===== src/nvsram_host_cfg.svh =====
// Constants of the nonvolatile SRAM host controller: pin timing and command codes.
// Assumes a 100 MHz clock; all times are converted to cycle counts here.
`ifndef NVSRAM_HOST_CFG_SVH
`define NVSRAM_HOST_CFG_SVH
`define CLK_PERIOD_NS            10
`define ADDR_W                   15
`define DATA_W                   8
`define CYCLE_TIME_NS            25
`define CYCLE_CYC                ((`CYCLE_TIME_NS + `CLK_PERIOD_NS - 1) / `CLK_PERIOD_NS)
`define HW_SAVE_PULSE_MIN_NS     15
`define HW_SAVE_PULSE_MIN_CYC    ((`HW_SAVE_PULSE_MIN_NS + `CLK_PERIOD_NS - 1) / `CLK_PERIOD_NS)
`define WRITE_FINISH_WINDOW_NS   25
`define WRITE_FINISH_WINDOW_CYC  ((`WRITE_FINISH_WINDOW_NS + `CLK_PERIOD_NS - 1) / `CLK_PERIOD_NS)
`define CMD_PROC_TIME_US         100
`define CMD_PROC_TIME_CYC        (`CMD_PROC_TIME_US * 1000 / `CLK_PERIOD_NS)
`define SEQ_LEN                  6
`define CMD_SAVE                 2'h0
`define CMD_RESTORE              2'h1
`define CMD_ASE_ON               2'h2
`define CMD_ASE_OFF              2'h3
`endif


===== src/nvsram_host_pkg.sv =====
// Types used by the host controller: its state encoding and request operations.
// Assumes the constants header is compiled alongside.
`default_nettype none
package nvsram_host_pkg;
	typedef enum logic [6:0] {
		ST_IDLE  = 7'b0000001,
		ST_SETUP = 7'b0000010,
		ST_PULSE = 7'b0000100,
		ST_GAP   = 7'b0001000,
		ST_HSAVE = 7'b0010000,
		ST_WAIT  = 7'b0100000,
		ST_DONE  = 7'b1000000
	} host_state_t;
	typedef enum logic [1:0] {
		OP_READ  = 2'h0,
		OP_WRITE = 2'h1,
		OP_SEQ   = 2'h2,
		OP_HSAVE = 2'h3
	} host_op_t;
endpackage
`default_nettype wire


===== src/nvsram_cmd_table.sv =====
// Registered lookup of the six command addresses for each software command.
// Assumes the parent presents command and step; the address appears one cycle later.
`include "nvsram_host_cfg.svh"
`default_nettype none
module nvsram_cmd_table #(
	parameter logic [6*`ADDR_W-1:0] SAVE_ADDRS    = {6{15'h0000}},
	parameter logic [6*`ADDR_W-1:0] RESTORE_ADDRS = {6{15'h0000}},
	parameter logic [6*`ADDR_W-1:0] ASE_ON_ADDRS  = {6{15'h0000}},
	parameter logic [6*`ADDR_W-1:0] ASE_OFF_ADDRS = {6{15'h0000}}
) (
	input  wire logic                i_clock,
	input  wire logic                i_ce,
	input  wire logic [1:0]          i_cmd,
	input  wire logic [2:0]          i_step,
	output var  logic [`ADDR_W-1:0]  o_addr
);
	// The table is parameters since each part variant may use its own addresses.
	wire logic [6*`ADDR_W-1:0] row_sel;
	wire logic [`ADDR_W-1:0]   entry;
	assign row_sel = (i_cmd == `CMD_SAVE)    ? SAVE_ADDRS :
	                 (i_cmd == `CMD_RESTORE) ? RESTORE_ADDRS :
	                 (i_cmd == `CMD_ASE_ON)  ? ASE_ON_ADDRS : ASE_OFF_ADDRS;
	assign entry = row_sel[i_step*`ADDR_W +: `ADDR_W];

	// Registered read data, so the parent copies it to the pins on the same edge that drops the strobes.
	always_ff @(posedge i_clock) begin
		if (i_ce) begin
			o_addr <= entry;
		end
	end
endmodule // nvsram_cmd_table
`default_nettype wire


===== src/nvsram_host.sv =====
// Host controller that drives the strobes, address and data pins of a byte-wide SRAM with shadow cells.
// Assumes device pins are synchronous to i_clock and the bench resolves the bidirectional data bus.
// The command addresses are parameters that default to zero; a user must set them for the part fitted.
`include "nvsram_host_cfg.svh"
`default_nettype none
module nvsram_host
	import nvsram_host_pkg::*;
#(
	parameter logic [6*`ADDR_W-1:0] SAVE_ADDRS    = {6{15'h0000}},
	parameter logic [6*`ADDR_W-1:0] RESTORE_ADDRS = {6{15'h0000}},
	parameter logic [6*`ADDR_W-1:0] ASE_ON_ADDRS  = {6{15'h0000}},
	parameter logic [6*`ADDR_W-1:0] ASE_OFF_ADDRS = {6{15'h0000}},
	parameter int                   PROC_CYCLES   = `CMD_PROC_TIME_CYC
) (
	input  wire logic                i_clock,
	input  wire logic                i_rst,
	input  wire logic                i_ce,
	input  wire logic                i_req_valid,
	input  wire logic [1:0]          i_req_op,
	input  wire logic [1:0]          i_req_cmd,
	input  wire logic [`ADDR_W-1:0]  i_req_addr,
	input  wire logic [`DATA_W-1:0]  i_req_wdata,
	output var  logic                o_req_ready,
	output var  logic                o_done,
	output var  logic [`DATA_W-1:0]  o_rdata,
	output var  logic                o_chip_sel_n,
	output var  logic                o_write_n,
	output var  logic                o_out_en_n,
	output var  logic [`ADDR_W-1:0]  o_addr,
	output var  logic [`DATA_W-1:0]  o_dq_out,
	output var  logic                o_dq_oe,
	input  wire logic [`DATA_W-1:0]  i_dq_in,
	output var  logic                o_hw_save_busy_n_out,
	output var  logic                o_hw_save_busy_n_oe,
	input  wire logic                i_hw_save_busy_n
);
	// Every pin time is rounded up to whole clock cycles, so the device always sees
	// at least the minimum width; the cost is up to one extra cycle per phase.
	// The processing wait is a parameter so that simulation can shorten it.
	localparam logic [15:0] PULSE_CYC = 16'(`CYCLE_CYC);
	localparam logic [15:0] HSB_CYC   = 16'(`HW_SAVE_PULSE_MIN_CYC);
	localparam logic [15:0] WFW_CYC   = 16'(`WRITE_FINISH_WINDOW_CYC);
	localparam logic [23:0] PROC_CYC  = 24'(PROC_CYCLES);
	localparam logic [2:0]  LAST_STEP = 3'(`SEQ_LEN - 1);

	host_state_t          state_r, state_nxt;
	host_op_t             op_r;
	logic [1:0]           cmd_r;
	logic [2:0]           step_r;
	logic [23:0]          cnt_r;
	logic [`ADDR_W-1:0]   req_addr_r;
	wire logic [`ADDR_W-1:0] tbl_addr;
	wire logic [1:0]         tbl_cmd;
	wire logic [2:0]         tbl_step;
	wire logic            cnt_zero;
	wire logic            is_seq;
	wire logic            is_wr;
	wire logic            last_step;
	wire logic            take;

	// The table answers one cycle late, so it is addressed with the values that the
	// command and step registers are about to take. That way the address for a step is
	// ready in ST_SETUP, when it is copied to the pins, with no extra wait per step.
	nvsram_cmd_table #(
		.SAVE_ADDRS    (SAVE_ADDRS),
		.RESTORE_ADDRS (RESTORE_ADDRS),
		.ASE_ON_ADDRS  (ASE_ON_ADDRS),
		.ASE_OFF_ADDRS (ASE_OFF_ADDRS)
	) u_table (
		.i_clock (i_clock),
		.i_ce    (i_ce),
		.i_cmd   (tbl_cmd),
		.i_step  (tbl_step),
		.o_addr  (tbl_addr)
	);

	// Request acceptance and decoded conditions.
	assign cnt_zero  = (cnt_r == 24'h000000);
	assign is_seq    = (op_r == OP_SEQ);
	assign is_wr     = (op_r == OP_WRITE);
	assign last_step = (step_r == LAST_STEP);
	assign take      = (state_r == ST_IDLE) && i_req_valid;
	// Look-ahead of the table index: a new command starts at step zero, and a gap
	// moves on to the next step unless the sequence is at its end.
	assign tbl_cmd   = take ? i_req_cmd : cmd_r;
	assign tbl_step  = take ? 3'h0 : (state_r == ST_GAP && !last_step) ? step_r + 3'h1 : step_r;

	// Next state; ST_PULSE and ST_HSAVE wait for the counter to run out, ST_WAIT for it or, after a save, the busy line.
	// A transfer is ST_SETUP (address and strobes launched), ST_PULSE (strobes low for
	// the cycle time) and ST_GAP (strobes high again), so back-to-back reads of a command
	// sequence are separated by two cycles with chip select high.
	always_comb begin
		state_nxt = state_r;
		case (state_r)
			ST_IDLE:  begin
				if (take) begin
					state_nxt = (host_op_t'(i_req_op) == OP_HSAVE) ? ST_HSAVE : ST_SETUP;
				end
			end
			ST_SETUP: state_nxt = ST_PULSE;
			ST_PULSE: begin
				if (cnt_zero) begin
					state_nxt = ST_GAP;
				end
			end
			ST_GAP:   begin
				if (!is_seq) begin
					state_nxt = ST_DONE;
				end else if (last_step) begin
					state_nxt = ST_WAIT;
				end else begin
					state_nxt = ST_SETUP;
				end
			end
			ST_HSAVE: begin
				if (cnt_zero) begin
					state_nxt = ST_WAIT;
				end
			end
			ST_WAIT:  begin
				// The busy line is sampled too, so a fast skipped save ends early.
				// The first few cycles are skipped, so the line is not read while the
				// device may still be deciding whether a save is needed.
				if (cnt_zero || (op_r == OP_HSAVE && i_hw_save_busy_n && cnt_r < PROC_CYC - WFW_CYC)) begin
					state_nxt = ST_DONE;
				end
			end
			ST_DONE:  state_nxt = ST_IDLE;
			default:  state_nxt = ST_IDLE;
		endcase
	end

	// State, counter and request capture.
	// The counter is shared: it times the strobe pulse, the save request pulse and
	// the wait after a command or save, since only one of these runs at a time.
	always_ff @(posedge i_clock) begin
		if (i_rst) begin
			state_r    <= ST_IDLE;
			op_r       <= OP_READ;
			cmd_r      <= 2'h0;
			step_r     <= 3'h0;
			cnt_r      <= 24'h000000;
			req_addr_r <= '0;
		end else if (i_ce) begin
			state_r <= state_nxt;
			if (take) begin
				op_r       <= host_op_t'(i_req_op);
				cmd_r      <= i_req_cmd;
				step_r     <= 3'h0;
				req_addr_r <= i_req_addr;
				cnt_r      <= 24'(HSB_CYC - 16'h0001);
			end else if (state_r == ST_SETUP) begin
				cnt_r <= 24'(PULSE_CYC - 16'h0001);
			end else if (state_r == ST_GAP) begin
				step_r <= step_r + 3'h1;
				cnt_r  <= PROC_CYC;
			end else if (state_r == ST_HSAVE && cnt_zero) begin
				cnt_r <= PROC_CYC;
			end else if (!cnt_zero) begin
				cnt_r <= cnt_r - 24'h000001;
			end
		end
	end

	// Pin drive. Strobes leave the device in standby outside ST_PULSE.
	// All pins come from flip-flops, the strobes and enables fed by the next state, so these
	// change together on one edge and no decode glitch ever reaches the device.
	always_ff @(posedge i_clock) begin
		if (i_rst) begin
			o_chip_sel_n         <= 1'b1;
			o_write_n            <= 1'b1;
			o_out_en_n           <= 1'b1;
			o_addr               <= '0;
			o_dq_out             <= '0;
			o_dq_oe              <= 1'b0;
			o_hw_save_busy_n_out <= 1'b0;
			o_hw_save_busy_n_oe  <= 1'b0;
		end else if (i_ce) begin
			o_chip_sel_n <= !(state_nxt == ST_PULSE);
			o_write_n    <= !(state_nxt == ST_PULSE && is_wr);
			o_out_en_n   <= !(state_nxt == ST_PULSE && !is_wr);
			if (state_r == ST_SETUP) begin
				o_addr <= is_seq ? tbl_addr : req_addr_r;
			end
			o_dq_oe             <= (state_nxt == ST_PULSE) && is_wr;
			o_dq_out            <= i_req_wdata;
			// The line is only pulled low, never driven high, since the device may drive it as busy.
			o_hw_save_busy_n_oe <= (state_nxt == ST_HSAVE);
		end
	end

	// Handshake and read data; the last command read is never reported.
	// Only plain reads update the read data, so the possibly invalid data of the
	// sixth command read can never reach the requester.
	always_ff @(posedge i_clock) begin
		if (i_rst) begin
			o_req_ready <= 1'b0;
			o_done      <= 1'b0;
			o_rdata     <= '0;
		end else if (i_ce) begin
			o_req_ready <= (state_nxt == ST_IDLE);
			o_done      <= (state_nxt == ST_DONE);
			if (state_r == ST_PULSE && cnt_zero && op_r == OP_READ) begin
				o_rdata <= i_dq_in;
			end
		end
	end
endmodule // nvsram_host
`default_nettype wire


===== config.mk =====
export PLATFORM = sky130hd
export DESIGN_NAME = nvsram_host
export DESIGN_NICKNAME = d
export VERILOG_FILES = /design/src/nvsram_host_pkg.sv /design/src/nvsram_cmd_table.sv /design/src/nvsram_host.sv
export VERILOG_INCLUDE_DIRS = /design/src
export SDC_FILE = /design/constraint.sdc
export NUM_CORES = 1
export LEC_CHECK = 0
export BUFFER_PORTS_ARGS = -buffer_cell sky130_fd_sc_hd__buf_2
export CAP_MARGIN = 5
export CORE_MARGIN = 5
export CORE_UTILIZATION = 25
export CTS_BUF_LIST = sky130_fd_sc_hd__clkbuf_8 sky130_fd_sc_hd__clkbuf_16
export CTS_CLUSTER_DIAMETER = 30
export DETAILED_ROUTE_END_ITERATION = 7
export PLACE_DENSITY = 0.44
export SYNTH_ARGS = -nofsm -noshare
export SYNTH_HDL_FRONTEND = slang
export SYNTH_SLANG_ARGS = --single-unit
export TNS_END_PERCENT = 50

===== constraint.sdc =====
create_clock -name i_clock -period 5 [get_ports i_clock]
set_input_delay 0.75 -clock i_clock [delete_from_list [all_inputs] [get_ports i_clock]]
set_output_delay 0.75 -clock i_clock [all_outputs]
set_load 0.02 [all_outputs]

; After elaboration in Yosys (flattened, before gate mapping)
; Cells that the tools add are included.
[op_classes]
addsub = 2
multipliers = 1
n_lt_le_gt_ge = 1
eq_ne = 17
n_shift = 1
mux = 19
n_reduce_logical = 23
[ops]
columns = operator, count
row1 = two-way mux 24 bit, 5
row2 = "indexed part select 90 x 8 -> 15 bit, first input constant", 1
row3 = case mux 7 bit (6 select lines), 1
row4 = two-way mux 7 bit, 5
row5 = logical NOT 24 bit, 1
row6 = "< comparator 24 x 14 -> 1 bit, second input constant", 1
row7 = "subtractor 24 x 1 -> 24 bit, second input constant", 1
row8 = two-way mux 15 bit, 1
row9 = two-way mux 3 bit, 5
row10 = "== test 7 x 1 -> 1 bit, second input constant", 2
row11 = "== test 7 x 3 -> 1 bit, second input constant", 2
row12 = "== test 7 x 5 -> 1 bit, second input constant", 2
row13 = logical AND 1 bit, 9
row14 = AND reduction 2 bit, 4
row15 = "== test 7 x 2 -> 1 bit, second input constant", 1
row16 = "== test 7 x 4 -> 1 bit, second input constant", 1
row17 = "== test 7 x 6 -> 1 bit, second input constant", 1
row18 = "== test 7 bit, second input constant", 1
row19 = "multiplier 3 x 4 -> 7 bit, second input constant", 1
row20 = "== test 2 bit, second input constant", 3
row21 = two-way mux 6 bit, 1
row22 = logical NOT 1 bit, 5
row23 = two-way mux 5 bit, 1
row24 = "!= test 5 x 1 -> 1 bit, second input constant", 1
row25 = other kinds (8), 8
[word_totals]
reg_bits = 104
inputBits = 40
output_inout_bits = 39
word_cells = 80

; Depth between registers and ports, before layout
; Gate-level depths: netlist of run 1.
[logic_depth]
ltp_word = 9
depth_mapped = 10
mapped_depth_nobuf = 8

; By module
; Synthesis of run 1 repeated with hierarchy kept, for this count alone.
[hier_totals]
cells_unflattened = 505
hier_area_um2 = 4418.0
[by_module_without_submodules]
columns = module, instances, cells_per_inst, area_per_inst_um2, seq_area_each_um2
row1 = nvsram_host, 1, 489, 4301.6, 1821.7
row2 = nvsram_cmd_table, 1, 16, 116.4, 0.0

; Worst setup path before layout of run 1
; No wires, ideal clock.
[synth_path]
path_kind = register to register
from = register cnt_r[0]
to = register o_rdata[0]
setup_ns = 0.128
arrival_ns = 2.520
setup_slack_ns = 2.352
path_stages_with_launch = 11
path_buffers = 2
synth_period_minus_slack_ns = 2.648
path_cell_list = dfxtp_1 -> inv_1 -> ha_1 -> or3b_1 -> clkbuf_1 -> nor4_4 -> nand2_2 -> or4_1 -> buf_2 -> mux2i_1 -> nor2_1
[synth_between]
elab_chain_len = 4
[synth_rtl]
columns = item, line
row1 = from (decl), nvsram_host.sv:50  ; logic [23:0] cnt_r;
row2 = from (signal assigned), nvsram_host.sv:151  ; cnt_r <= 24'(HSB_CYC - 16'h0001);
row3 = from (signal assigned), nvsram_host.sv:153  ; cnt_r <= 24'(PULSE_CYC - 16'h0001);
row4 = from (signal assigned), nvsram_host.sv:160  ; cnt_r <= cnt_r - 24'h000001;
row5 = logical NOT 24 bit, nvsram_host.sv:78  ; assign cnt_zero = (cnt_r == 24'h000000);
row6 = logical AND 1 bit (2 in series), nvsram_host.sv:203  ; if (state_r == ST_PULSE && cnt_zero && op_r == OP_READ) begin
row7 = AND reduction 2 bit (no line), -
row8 = to (signal assigned), nvsram_host.sv:204  ; o_rdata <= i_dq_in;
row9 = to (decl), nvsram_host.sv:25  ; output var logic [`DATA_W-1:0] o_rdata,
; Every way passes these cells.
; A chain may end at the register's enable or synchronous reset.

; Worst setup path after layout of run 1
[layout_path]
from = register cnt_r[0]
to = register cnt_r[15]
[layout_between]
elab_chain_len = 6
[layout_rtl]
columns = item, line
row1 = subtractor 24 x 1 -> 24 bit / logical NOT 24 bit (equally long branches), "nvsram_host.sv:160, nvsram_host.sv:78"
row2 = two-way mux 24 bit / logical AND 1 bit (equally long branches), "nvsram_host.sv:159, nvsram_host.sv:157"
row3 = two-way mux 24 bit, nvsram_host.sv:157  ; end else if (state_r == ST_HSAVE && cnt_zero) begin
row4 = two-way mux 24 bit, nvsram_host.sv:154  ; end else if (state_r == ST_GAP) begin
row5 = two-way mux 24 bit, nvsram_host.sv:152  ; end else if (state_r == ST_SETUP) begin
row6 = two-way mux 24 bit, nvsram_host.sv:146  ; if (take) begin
; Parallel ways exist; a longest one is shown, timed or not. The select of a mux whose other input is x is not followed.

==> results of run 1 <==
layout make-up:
type	count	area, sq um
Timing Repair Buffer	79	405
Clock buffer	9	225
Sequential cell	89	1780
Tap cell	211	264
Multi-Input combinational cell	333	1980
Clock inverter	7	92.6
Inverter	11	41.3
Fill cell	1668	10500
synthesized netlist by cell type (4+ instances only):
library cell	n	area, sq um
dfxtp_1	89	1780
nand2_1	65	244
a21oi_1	51	255
nor2_1	51	191
clkbuf_1	21	78.8
nand3_1	19	95.1
mux2i_1	16	160
nor3_1	15	75.1
inv_1	10	37.5
xor2_1	9	78.8
o21ai_0	8	40.0
or4_1	8	60.1
a211oi_1	7	52.6
or3_1	6	37.5
a31oi_1	5	31.3
buf_2	4	20.0
nand2b_1	4	25.0
nand3b_1	4	30.0
o41ai_1	4	35.0
xnor2_1	4	35.0
final timing paths:
path,from,to,slack [ns],cells past startpoint
hold / removal,o_addr[0],o_addr[0],0.45,2
setup / recovery,cnt_r[0],cnt_r[15],1.68,8
setup reg to reg,cnt_r[0],cnt_r[15],1.68,8
hold reg to reg,o_addr[0],o_addr[0],0.45,2
metrics by stage:
step	hold WS, ns	instances
2_1_floorplan	0.432	463
3_3_place_gp	0.439	723
3_5_place_dp	0.446	723
4_1_cts	0.453	739
5_1_grt	0.465	739
6_report	0.448	739
routing by layer:
| metal | GRT usage [%] | part of all wire (%) |
|---|---|---|
| met3 | 3.05 | 4.4 |
| met2 | 18.9 | 47 |
| met4 | 4.87 | 1.9 |
| met5 | 0 | 0 |
| met1 | 15.1 | 47 |
logic make-up (layout without fill, tap and decap cells):
logic type / after synthesis / count (layout) / share of synthesized area (%)
other: 1 / 1 / 0.0952
xor gates and xnor gates: 13 / 13 / 2.89
and+or+nand+nor: 196 / 196 / 25.2
adders and majority gates: 3 / 3 / 0.953
AOI/OAI and AO/OA: 104 / 104 / 17.1
buffers and inverters: 41 / 106 / 4.51
DFF: 89 / 89 / 45.2
muxes: 16 / 16 / 4.07
flip-flops by register name, summed over array words and instances (netlist names):
signal / count
o_write_n: 1
o_dq_out: 8
o_req_ready: 1
o_chip_sel_n: 1
o_done: 1
step_r: 3
req_addr_r: 15
o_addr: 15
op_r: 2
o_out_en_n: 1
state_r: 7
o_hw_save_busy_n_oe: 1
cnt_r: 24
o_dq_oe: 1
o_rdata: 8
power groups by stage:
stage / clock [mW] / combinational [mW] / sequential [mW]
finish: 0.728 / 0.737 / 0.888
global route: 0.782 / 0.823 / 0.902
CTS: 0.753 / 0.740 / 0.886
detailed placement: 0 / 0.737 / 0.901
global placement: 0 / 0.733 / 0.898
floorplan: 0 / 0.585 / 0.886
worst register-to-register path: stages, from the launching register on:
cell and delay (ns):
dfxtp_1 0.34, inv_1 0.08, ha_1 0.22, or3b_1 0.53, nor4_4 0.45, nand2_2 0.33, o21ai_1 0.40, o22a_1 0.64
o21ba_1 0.23
==> impl_metrics.yaml, run 1 <==
run_status:
  outcome: "finished, final reports clean"
logic_synthesis:
  ys_warn_count: 0
  ys_seq_area_share_pct: 45.2
  syn_avg_cell_area_sq_um: 8.51
  netlist_area_sq_um: 3940
  ys_ff_latch: 89
  synth_fp_nets: 506
  synth_ff_type: "dfxtp_1"
  netlist_instances: 463
  synth_edf_count: 0
  synthArstFlopShare_pct: 0
  yosysUniqueCellTypes: 62
die:
  floorplan.initialDensity_pct: 25.7
  pin_count: 79
  dieWidth_microns: 136
  die_area_sq_um: 18400
  die-height_microns: 136
  rows: 45
  coreArea_sq_um: 15300
clock_network:
  postCtsSetupBuffers: 0
  hold_buffers: 0
  cts.sinks: 89
  cts_tree: "built"
  clk_latency_ns: 0.35
  numCtsBuffers: 9
  clk_path_buf_depth: 2
  cts_resized: 0
  clk_pin_slew_ns: 0.06
  clock_tree.root_cell: "clkbuf_16"
  h-tree-depth: 3
critical_path:
  max_stage_delay_ns: 0.64
  arrival_ns: 3.57
  critical_path_class: "reg2reg"
  crit_buf_inv: 1
  crit_chain: "inv_1, ha_1, or3b_1, nor4_4, nand2_2, o21ai_1, o22a_1, o21ba_1"
  endpoint_kind: "flop"
  slowest_stage: "o22a_1"
  crit_fanout: 18
  crit_path_start_kind: "flop"
  required_ns: 5.25
  critPathTopFamily: "simple AND/OR/NAND/NOR gates"
final_layout:
  final_common_cell: "dfxtp_1"
  final_layout_size_suffix_gt1_share_pct: 20.3
  nets: 566
  finish.utilization_pct: 31.3
  final_area_sq_um: 4790
  most-common-layout-cells: "dfxtp_1 (89), buf_2 (75), nand2_1 (65)"
  syn2layout_area_growth_pct: 21.6
  n_antenna_cell: 0
pwr:
  p_sw_mw: 0.836
  p_per_area_nw_per_um2: 491
  p_leak_nw: 1.95
  total_power_mw: 2.35
  swShare_pct: 35.5
  seqPwrFrac_pct: 37.7
  comb_power_share_pct: 31.3
  p_int_mw: 1.52
  ir_worst_vdd_mv: 0.179
  clockPowerShare_pct: 31.0
place:
  io_buffer_count: 75
  gp_congestion: 0.771
  place_ws_ns: 1.61
  hpwl_microns: 7120
  placed_area_sq_um: 4470
sta:
  clock_skew_ns: 0.00689
  fin_ws_ns: 1.68
  finalSetupViolations: 0
  drv_slew: 0
  tns_ns: 0
  fmax_ghz: 0.301
  hold_viol_final: 0
  fin_crit_sh_pct: 66.4
  worst_pin_slew_ns: 0.821
  slew_headroom_pct: 44.5
  finalCriticalPeriod_ns: 3.32
  rsz0062_at_grt: "false"
detailed_routing:
  vias_per_cell: 4.77
  vias: 3525
  wl_per_cell_microns: 14.0
  drc: 0
  ant_nets: 0
  dr.pass1.iters: 4
  drtIter0Drc: 210
  wirelength_microns: 10400
grt:
  grt_usage_pct: 11.8
  grt_max_degree: 73
  antenna_found_initial: 0
  grt_overflow: 0
  grt_pass1_wl_microns: 17500
  grt_pass1_vias: 3492
worst_hold_path:
  hp-class: "reg2reg"
run:
  maxCapViolations: 0
No activity file was read; power rests on OpenSTA's default activity.
==> inputs of run 2 (changes only) <==
ABC_AREA = 1   (was default)
PLACE_DENSITY = 0.45   (was 0.44)
clock period = 2.9 ns   (was 5 ns; I/O delays follow)
==> run 2 against run 1 <==
Against the previous run:
- synthesized cell count grew 29%
- sequential power increased by 75%
- first-iteration DRC count grew 15%
- setup slack worse by 1.1 ns
- worst hold slack got worse by 0.14 ns
- sequential cell count unchanged
- non-clock buffer count up 3
- largest cell class unchanged
- final cell count increased by 20%
- clock skew hardly changed
==> impl_metrics.yaml, run 2 <==
critical_path:
  arrival_ns: 2.58
  critical_path_class: "reg2reg"
  crit_fanout: 29
  required_ns: 3.11
  crit_path_start_kind: "flop"
  endpoint_kind: "flop"
  reg2reg_slack_ns: 0.53
grt:
  grt_max_degree: 34
  grt_usage_pct: 11.9
  use_met1_pct: 15.5
  met2_usage_pct: 19.2
  top_usage_layer: "met2"
  grt_pass1_vias: 3976
  use_met3_pct: 2.79
  grt_overflow: 0
  grt_pass1_wl_microns: 19300
  antenna_found_initial: 1
final_layout:
  finish.utilization_pct: 31.0
  top_regs: "cnt_r x24, o_addr x15, req_addr_r x15"
  stdcell_count: 887
  syn2layout_area_growth_pct: 20.8
  most-common-layout-cells: "nor2_1 (122), nand2_1 (108), dfxtp_1 (89)"
  n_fill_cell: 1840
  nets: 709
  n_antenna_cell: 0
  regMostFlops: "cnt_r"
  final_layout_size_suffix_gt1_share_pct: 16.7
  largest_reg_flops: 24
  final_common_cell: "nor2_1"
logic_synthesis:
  syn_avg_cell_area_sq_um: 6.88
  yosys.area.top_type: "dfxtp_1"
  synthMostInstantiatedCell: "nor2_1"
  netlist_area_sq_um: 4110
  netlist.area_leader.share_pct: 43.4
  synth.top_cells.by_count: "nor2_1 (122), nand2_1 (108), dfxtp_1 (89)"
  ys_seq_area_share_pct: 43.4
  ys_ff_latch: 89
  synth_area_leaders: "dfxtp_1 (43%), nor2_1 (11%), nand2_1 (9.9%)"
  synth_ff_type: "dfxtp_1"
  synth_fp_nets: 640
  synth_edf_count: 0
  yosysUniqueCellTypes: 32
  netlist_instances: 597
  synthArstFlopShare_pct: 0
  ys_warn_count: 0
detailed_routing:
  dr.pass1.iters: 5
  wl_per_cell_microns: 12.6
  wirelength_microns: 11100
  ant_nets: 0
  vias_per_cell: 4.46
  drc: 0
  drtIter0Drc: 242
  vias: 3959
sta:
  drv_slew: 0
  hold_viol_final: 0
  rsz0062_at_grt: "false"
  finalSetupViolations: 0
  fmax_ghz: 0.422
  tns_ns: 0
  finalCriticalPeriod_ns: 2.37
  slew_headroom_pct: 63.7
  fin_crit_sh_pct: 81.8
  clock_skew_ns: 0.00640
  worst_pin_slew_ns: 0.544
run:
  maxCapViolations: 0
pwr:
  p_leak_nw: 2.28
  ir_worst_vdd_mv: 0.328
  p_per_area_nw_per_um2: 914
clock_network:
  postCtsSetupBuffers: 0
  h-tree-depth: 3
  cts_tree: "built"
  clk_latency_ns: 0.34
  numCtsBuffers: 9
  cts_resized: 0
  hold_buffers: 0
  clk_pin_slew_ns: 0.07
  cts.sinks: 89
  clock_tree.root_cell: "clkbuf_16"
  clk_path_buf_depth: 2
die:
  coreArea_sq_um: 16000
  floorplan.initialDensity_pct: 25.7
  die_area_sq_um: 19100
  rows: 46
  pin_count: 79
  dieWidth_microns: 138
  die-height_microns: 138
place:
  dp_cells: 871
  hpwl_microns: 8100
  io_buffer_count: 75
  gp_congestion: 0.800
run_status:
  outcome: "finished, final reports clean"
worst_hold_path:
  hp-class: "in2reg"
-- run 2: cell types whose count changed in the layout (fill, tap and decap cells not counted), moves of 6 or more --
| cell | previous run | this run |
|---|---|---|
| o21ai_0 | 8 | 48 |
| nand2_1 | 65 | 108 |
| nor2_1 | 51 | 122 |
| or4_1 | 8 | 0 |
| a21oi_1 | 51 | 42 |
| mux2i_1 | 16 | 0 |
| nand4_1 | 1 | 12 |
| a211oi_1 | 7 | 0 |
| or3_1 | 6 | 0 |
| inv_1 | 10 | 61 |
| nand3_1 | 19 | 52 |
| nor3_1 | 15 | 6 |
-- run 2: power breakdown --
group / leakage, nW / switching [mW] / internal, mW
clock network: 0.135 / 0.504 / 0.581
registers: 0.725 / 0.148 / 1.40
logic: 1.42 / 1.29 / 0.613
total: 2.28 / 1.94 / 2.60
-- run 2: cell type report --
cell class | instances | area (sq um) | area share, %
clock buffers | 9 | 225 | 4.54
inverters | 64 | 240 | 4.84
well taps | 216 | 270 | 5.44
flip-flops and latches | 89 | 1780 | 35.9
multi-input cells | 420 | 1970 | 39.7
repair buffers | 82 | 428 | 8.62
clock inverters | 7 | 48.8 | 0.983
-- run 2: per-stage QoR --
step                      hold slack [ns]  worst slack (ns)  area, sq um  total power, mW
final                               0.312             0.528         4960             4.54
after global routing                0.317             0.286         4960             4.97
after CTS                           0.300             0.503         4960             4.60
after detailed placement            0.437             0.526         4690             3.48
after global placement              0.430             0.559         4690             3.47
after floorplan                     0.449              1.01         4110             3.08
-- run 2: layer usage --
metal | routed length [microns] | up-vias
met1 | 5310 | 1794
met3 | 611 | 13
met5 | 11 | -
li1 | - | 2061
met2 | 5050 | 89
met4 | 149 | 2
-- run 2: worst max-delay path: stages (launching register included) --
cell and delay [ns]:
dfxtp_1 0.31, inv_1 0.10, ha_1 0.22, nand3_1 0.21, nor2_4 0.26, nand2_4 0.10, nor2_4 0.16, nand4_4 0.14
nand2_4 0.21, inv_2 0.24, o21ai_0 0.23, a21oi_1 0.05
-- run 2: final timing paths --
kind / startpoint / endpoint / cells past startpoint
worst max-delay path: cnt_r[0] / cnt_r[0] / 11
worst min-delay path: i_req_wdata[0] / o_dq_out[0] / 3
worst max register to register: cnt_r[0] / cnt_r[0] / 11
worst min register to register: o_rdata[3] / o_rdata[3] / 2
-- run 2: kinds of logic (layout without fill, tap and decap cells) --
logic type	Yosys count	count (layout)	share of synthesized area [%]
AND/OR/NAND/NOR	313	313	33.4
AO/OA/AOI/OAI	99	99	12.7
flip-flops	89	89	43.4
buffers and inverters	88	162	8.68
XOR/XNOR	4	4	0.853
adder cells (fa/ha/maj)	3	3	0.914
other	1	1	0.0913
==> inputs of run 3 (changes only) <==
clock period = 1.91 ns   (was 2.9 ns; I/O delays follow)
==> run 3 against run 2 <==
Against the previous run:
- register-to-register slack got worse by 0.41 ns
- setup slack got worse by 0.41 ns
- utilization increased by 2.8 points
- critical endpoint is now o_rdata[7]
- largest cell class unchanged
- highest routed layer unchanged
==> impl_metrics.yaml, run 3 (synthesis results as in run 2) <==
run_status:
  outcome: "finished, final reports clean"
pwr:
  p_leak_nw: 2.50
  ir_worst_vdd_mv: 0.469
  p_per_area_nw_per_um2: 1380
grt:
  met2_usage_pct: 19.4
  antenna_found_initial: 1
  use_met1_pct: 16.3
  grt_usage_pct: 12.3
  grt_overflow: 0
  grt_max_degree: 38
  grt_pass1_wl_microns: 19600
  grt_pass1_vias: 4048
  use_met3_pct: 2.72
  top_usage_layer: "met2"
critical_path:
  reg2reg_slack_ns: 0.12
  endpoint_kind: "flop"
  regToRegStartpoint: "cnt_r[0]"
  ff2ff_path_depth: 9
  crit_chain: "inv_1, ha_2, nand3_4, nor2_4, nand3_1, nor2_4, nand4_2, o21ai_0, a21oi_1"
  slowest_stage: "dfxtp_1"
  r2r-end: "o_rdata[7]"
  cp_common_cell: "nor2_4"
  critPathTopFamily: "simple AND/OR/NAND/NOR gates"
  required_ns: 2.14
  max_stage_delay_ns: 0.31
  arrival_ns: 2.02
  critical_path_class: "reg2reg"
  crit_path_start_kind: "flop"
  crit_buf_inv: 1
  crit_fanout: 7
detailed_routing:
  drtIter0Drc: 138
  ant_nets: 0
  wl_per_cell_microns: 12.9
  drc: 0
  vias: 4108
  wirelength_microns: 11900
  dr.pass1.iters: 4
  vias_per_cell: 4.44
place:
  hpwl_microns: 8570
  io_buffer_count: 75
  gp_congestion: 0.810
clock_network:
  clk_latency_ns: 0.35
  clk_path_buf_depth: 2
  h-tree-depth: 3
  cts.sinks: 89
  hold_buffers: 0
  clk_pin_slew_ns: 0.07
  numCtsBuffers: 9
  clock_tree.root_cell: "clkbuf_16"
  cts_tree: "built"
final_layout:
  n_fill_cell: 1788
  syn2layout_area_growth_pct: 31.7
  regMostFlops: "cnt_r"
  nets: 747
  finish.utilization_pct: 33.8
  n_antenna_cell: 0
  most-common-layout-cells: "nor2_1 (115), nand2_1 (107), dfxtp_1 (89)"
  largest_reg_flops: 24
  final_layout_size_suffix_gt1_share_pct: 23.8
  top_regs: "cnt_r x24, o_addr x15, req_addr_r x15"
  final_common_cell: "nor2_1"
sta:
  tns_ns: 0
  rsz0062_at_grt: "true"
  drv_slew: 0
  slew_headroom_pct: 66.7
  fmax_ghz: 0.559
  fin_crit_sh_pct: 93.6
  hold_slack_ns: 0.157
  hold_viol_final: 0
  finalSetupViolations: 0
  finalCriticalPeriod_ns: 1.79
  clock_skew_ns: 0.00835
  worst_pin_slew_ns: 0.499
die:
  die_area_sq_um: 19100
  floorplan.initialDensity_pct: 25.7
  die-height_microns: 138
  pin_count: 79
  dieWidth_microns: 138
  coreArea_sq_um: 16000
  rows: 46
worst_hold_path:
  hp-class: "in2reg"
  whs_path_depth: 3
  worstHoldEndpoint: "o_dq_out[2]"
  worstHoldStart: "i_req_wdata[2]"
run:
  maxCapViolations: 0
[run 3: changes by cell type in the layout (fill, tap and decap cells not counted), sizes merged]
cell / delta
buf: +37
clkinvlp: -1
clkinv: -1
nand4: +1
bufinv: +2
[run 3: report_power, final]
| part | switching [mW] | internal [mW] |
|---|---|---|
| logic | 1.94 | 1.31 |
| registers | 0.151 | 2.08 |
| clock network | 0.816 | 1.16 |
[run 3: metal layers]
layer,wire [microns],up-vias
li1,-,2142
met1,5770,1866
met2,5360,79
met3,554,19
met4,237,2
met5,13,-
[run 3: worst max-delay path by stage]
stage	startpoint	to	slack, ns	cells past startpoint
final	cnt_r[0]	o_rdata[7]	0.12	9
after global placement	cnt_r[0]	cnt_r[0]	0.003	11
after floorplan	cnt_r[0]	cnt_r[17]	0.02	13
after global routing	cnt_r[0]	o_rdata[4]	-0.01	9
after detailed placement	cnt_r[0]	o_rdata[4]	-0.05	9
after CTS	cnt_r[0]	cnt_r[20]	0.02	11
[run 3: timing repair]
item | in CTS | in global routing
gates cloned | 0 | 1
resized for setup | 3 | 28
buffers inserted | 0 | 1
pin swaps | 0 | 4
endpoints found under the setup margin | 17 | 69
[run 3: worst reg2reg max path, stage by stage (launching register included)]
cell	delay, ns
dfxtp_1	0.31
inv_1	0.07
ha_2	0.21
nand3_4	0.09
nor2_4	0.17
nand3_1	0.18
nor2_4	0.20
nand4_2	0.20
o21ai_0	0.20
a21oi_1	0.06
[run 3: area by class of cell]
type	count	area, sq um	area share (%)
clock buffer	9	225	4.16
clock inverter	7	98.8	1.83
inverter	64	245	4.53
multi-input combinational	421	2070	38.3
sequential	89	1780	32.9
tap	216	270	5.00
timing repair buffer	119	717	13.3
[run 3: metrics by stage]
stage               total power [mW]  cells  worst slack (ns)  instance area [sq um]
finish                          7.46    925             0.122                   5410
global route                    8.06    925           -0.0129                   5410
CTS                             7.31    923            0.0175                   5300
detailed placement              5.29    907           -0.0517                   4960
global placement                5.25    907           0.00299                   4960
floorplan                       4.67    597            0.0175                   4110
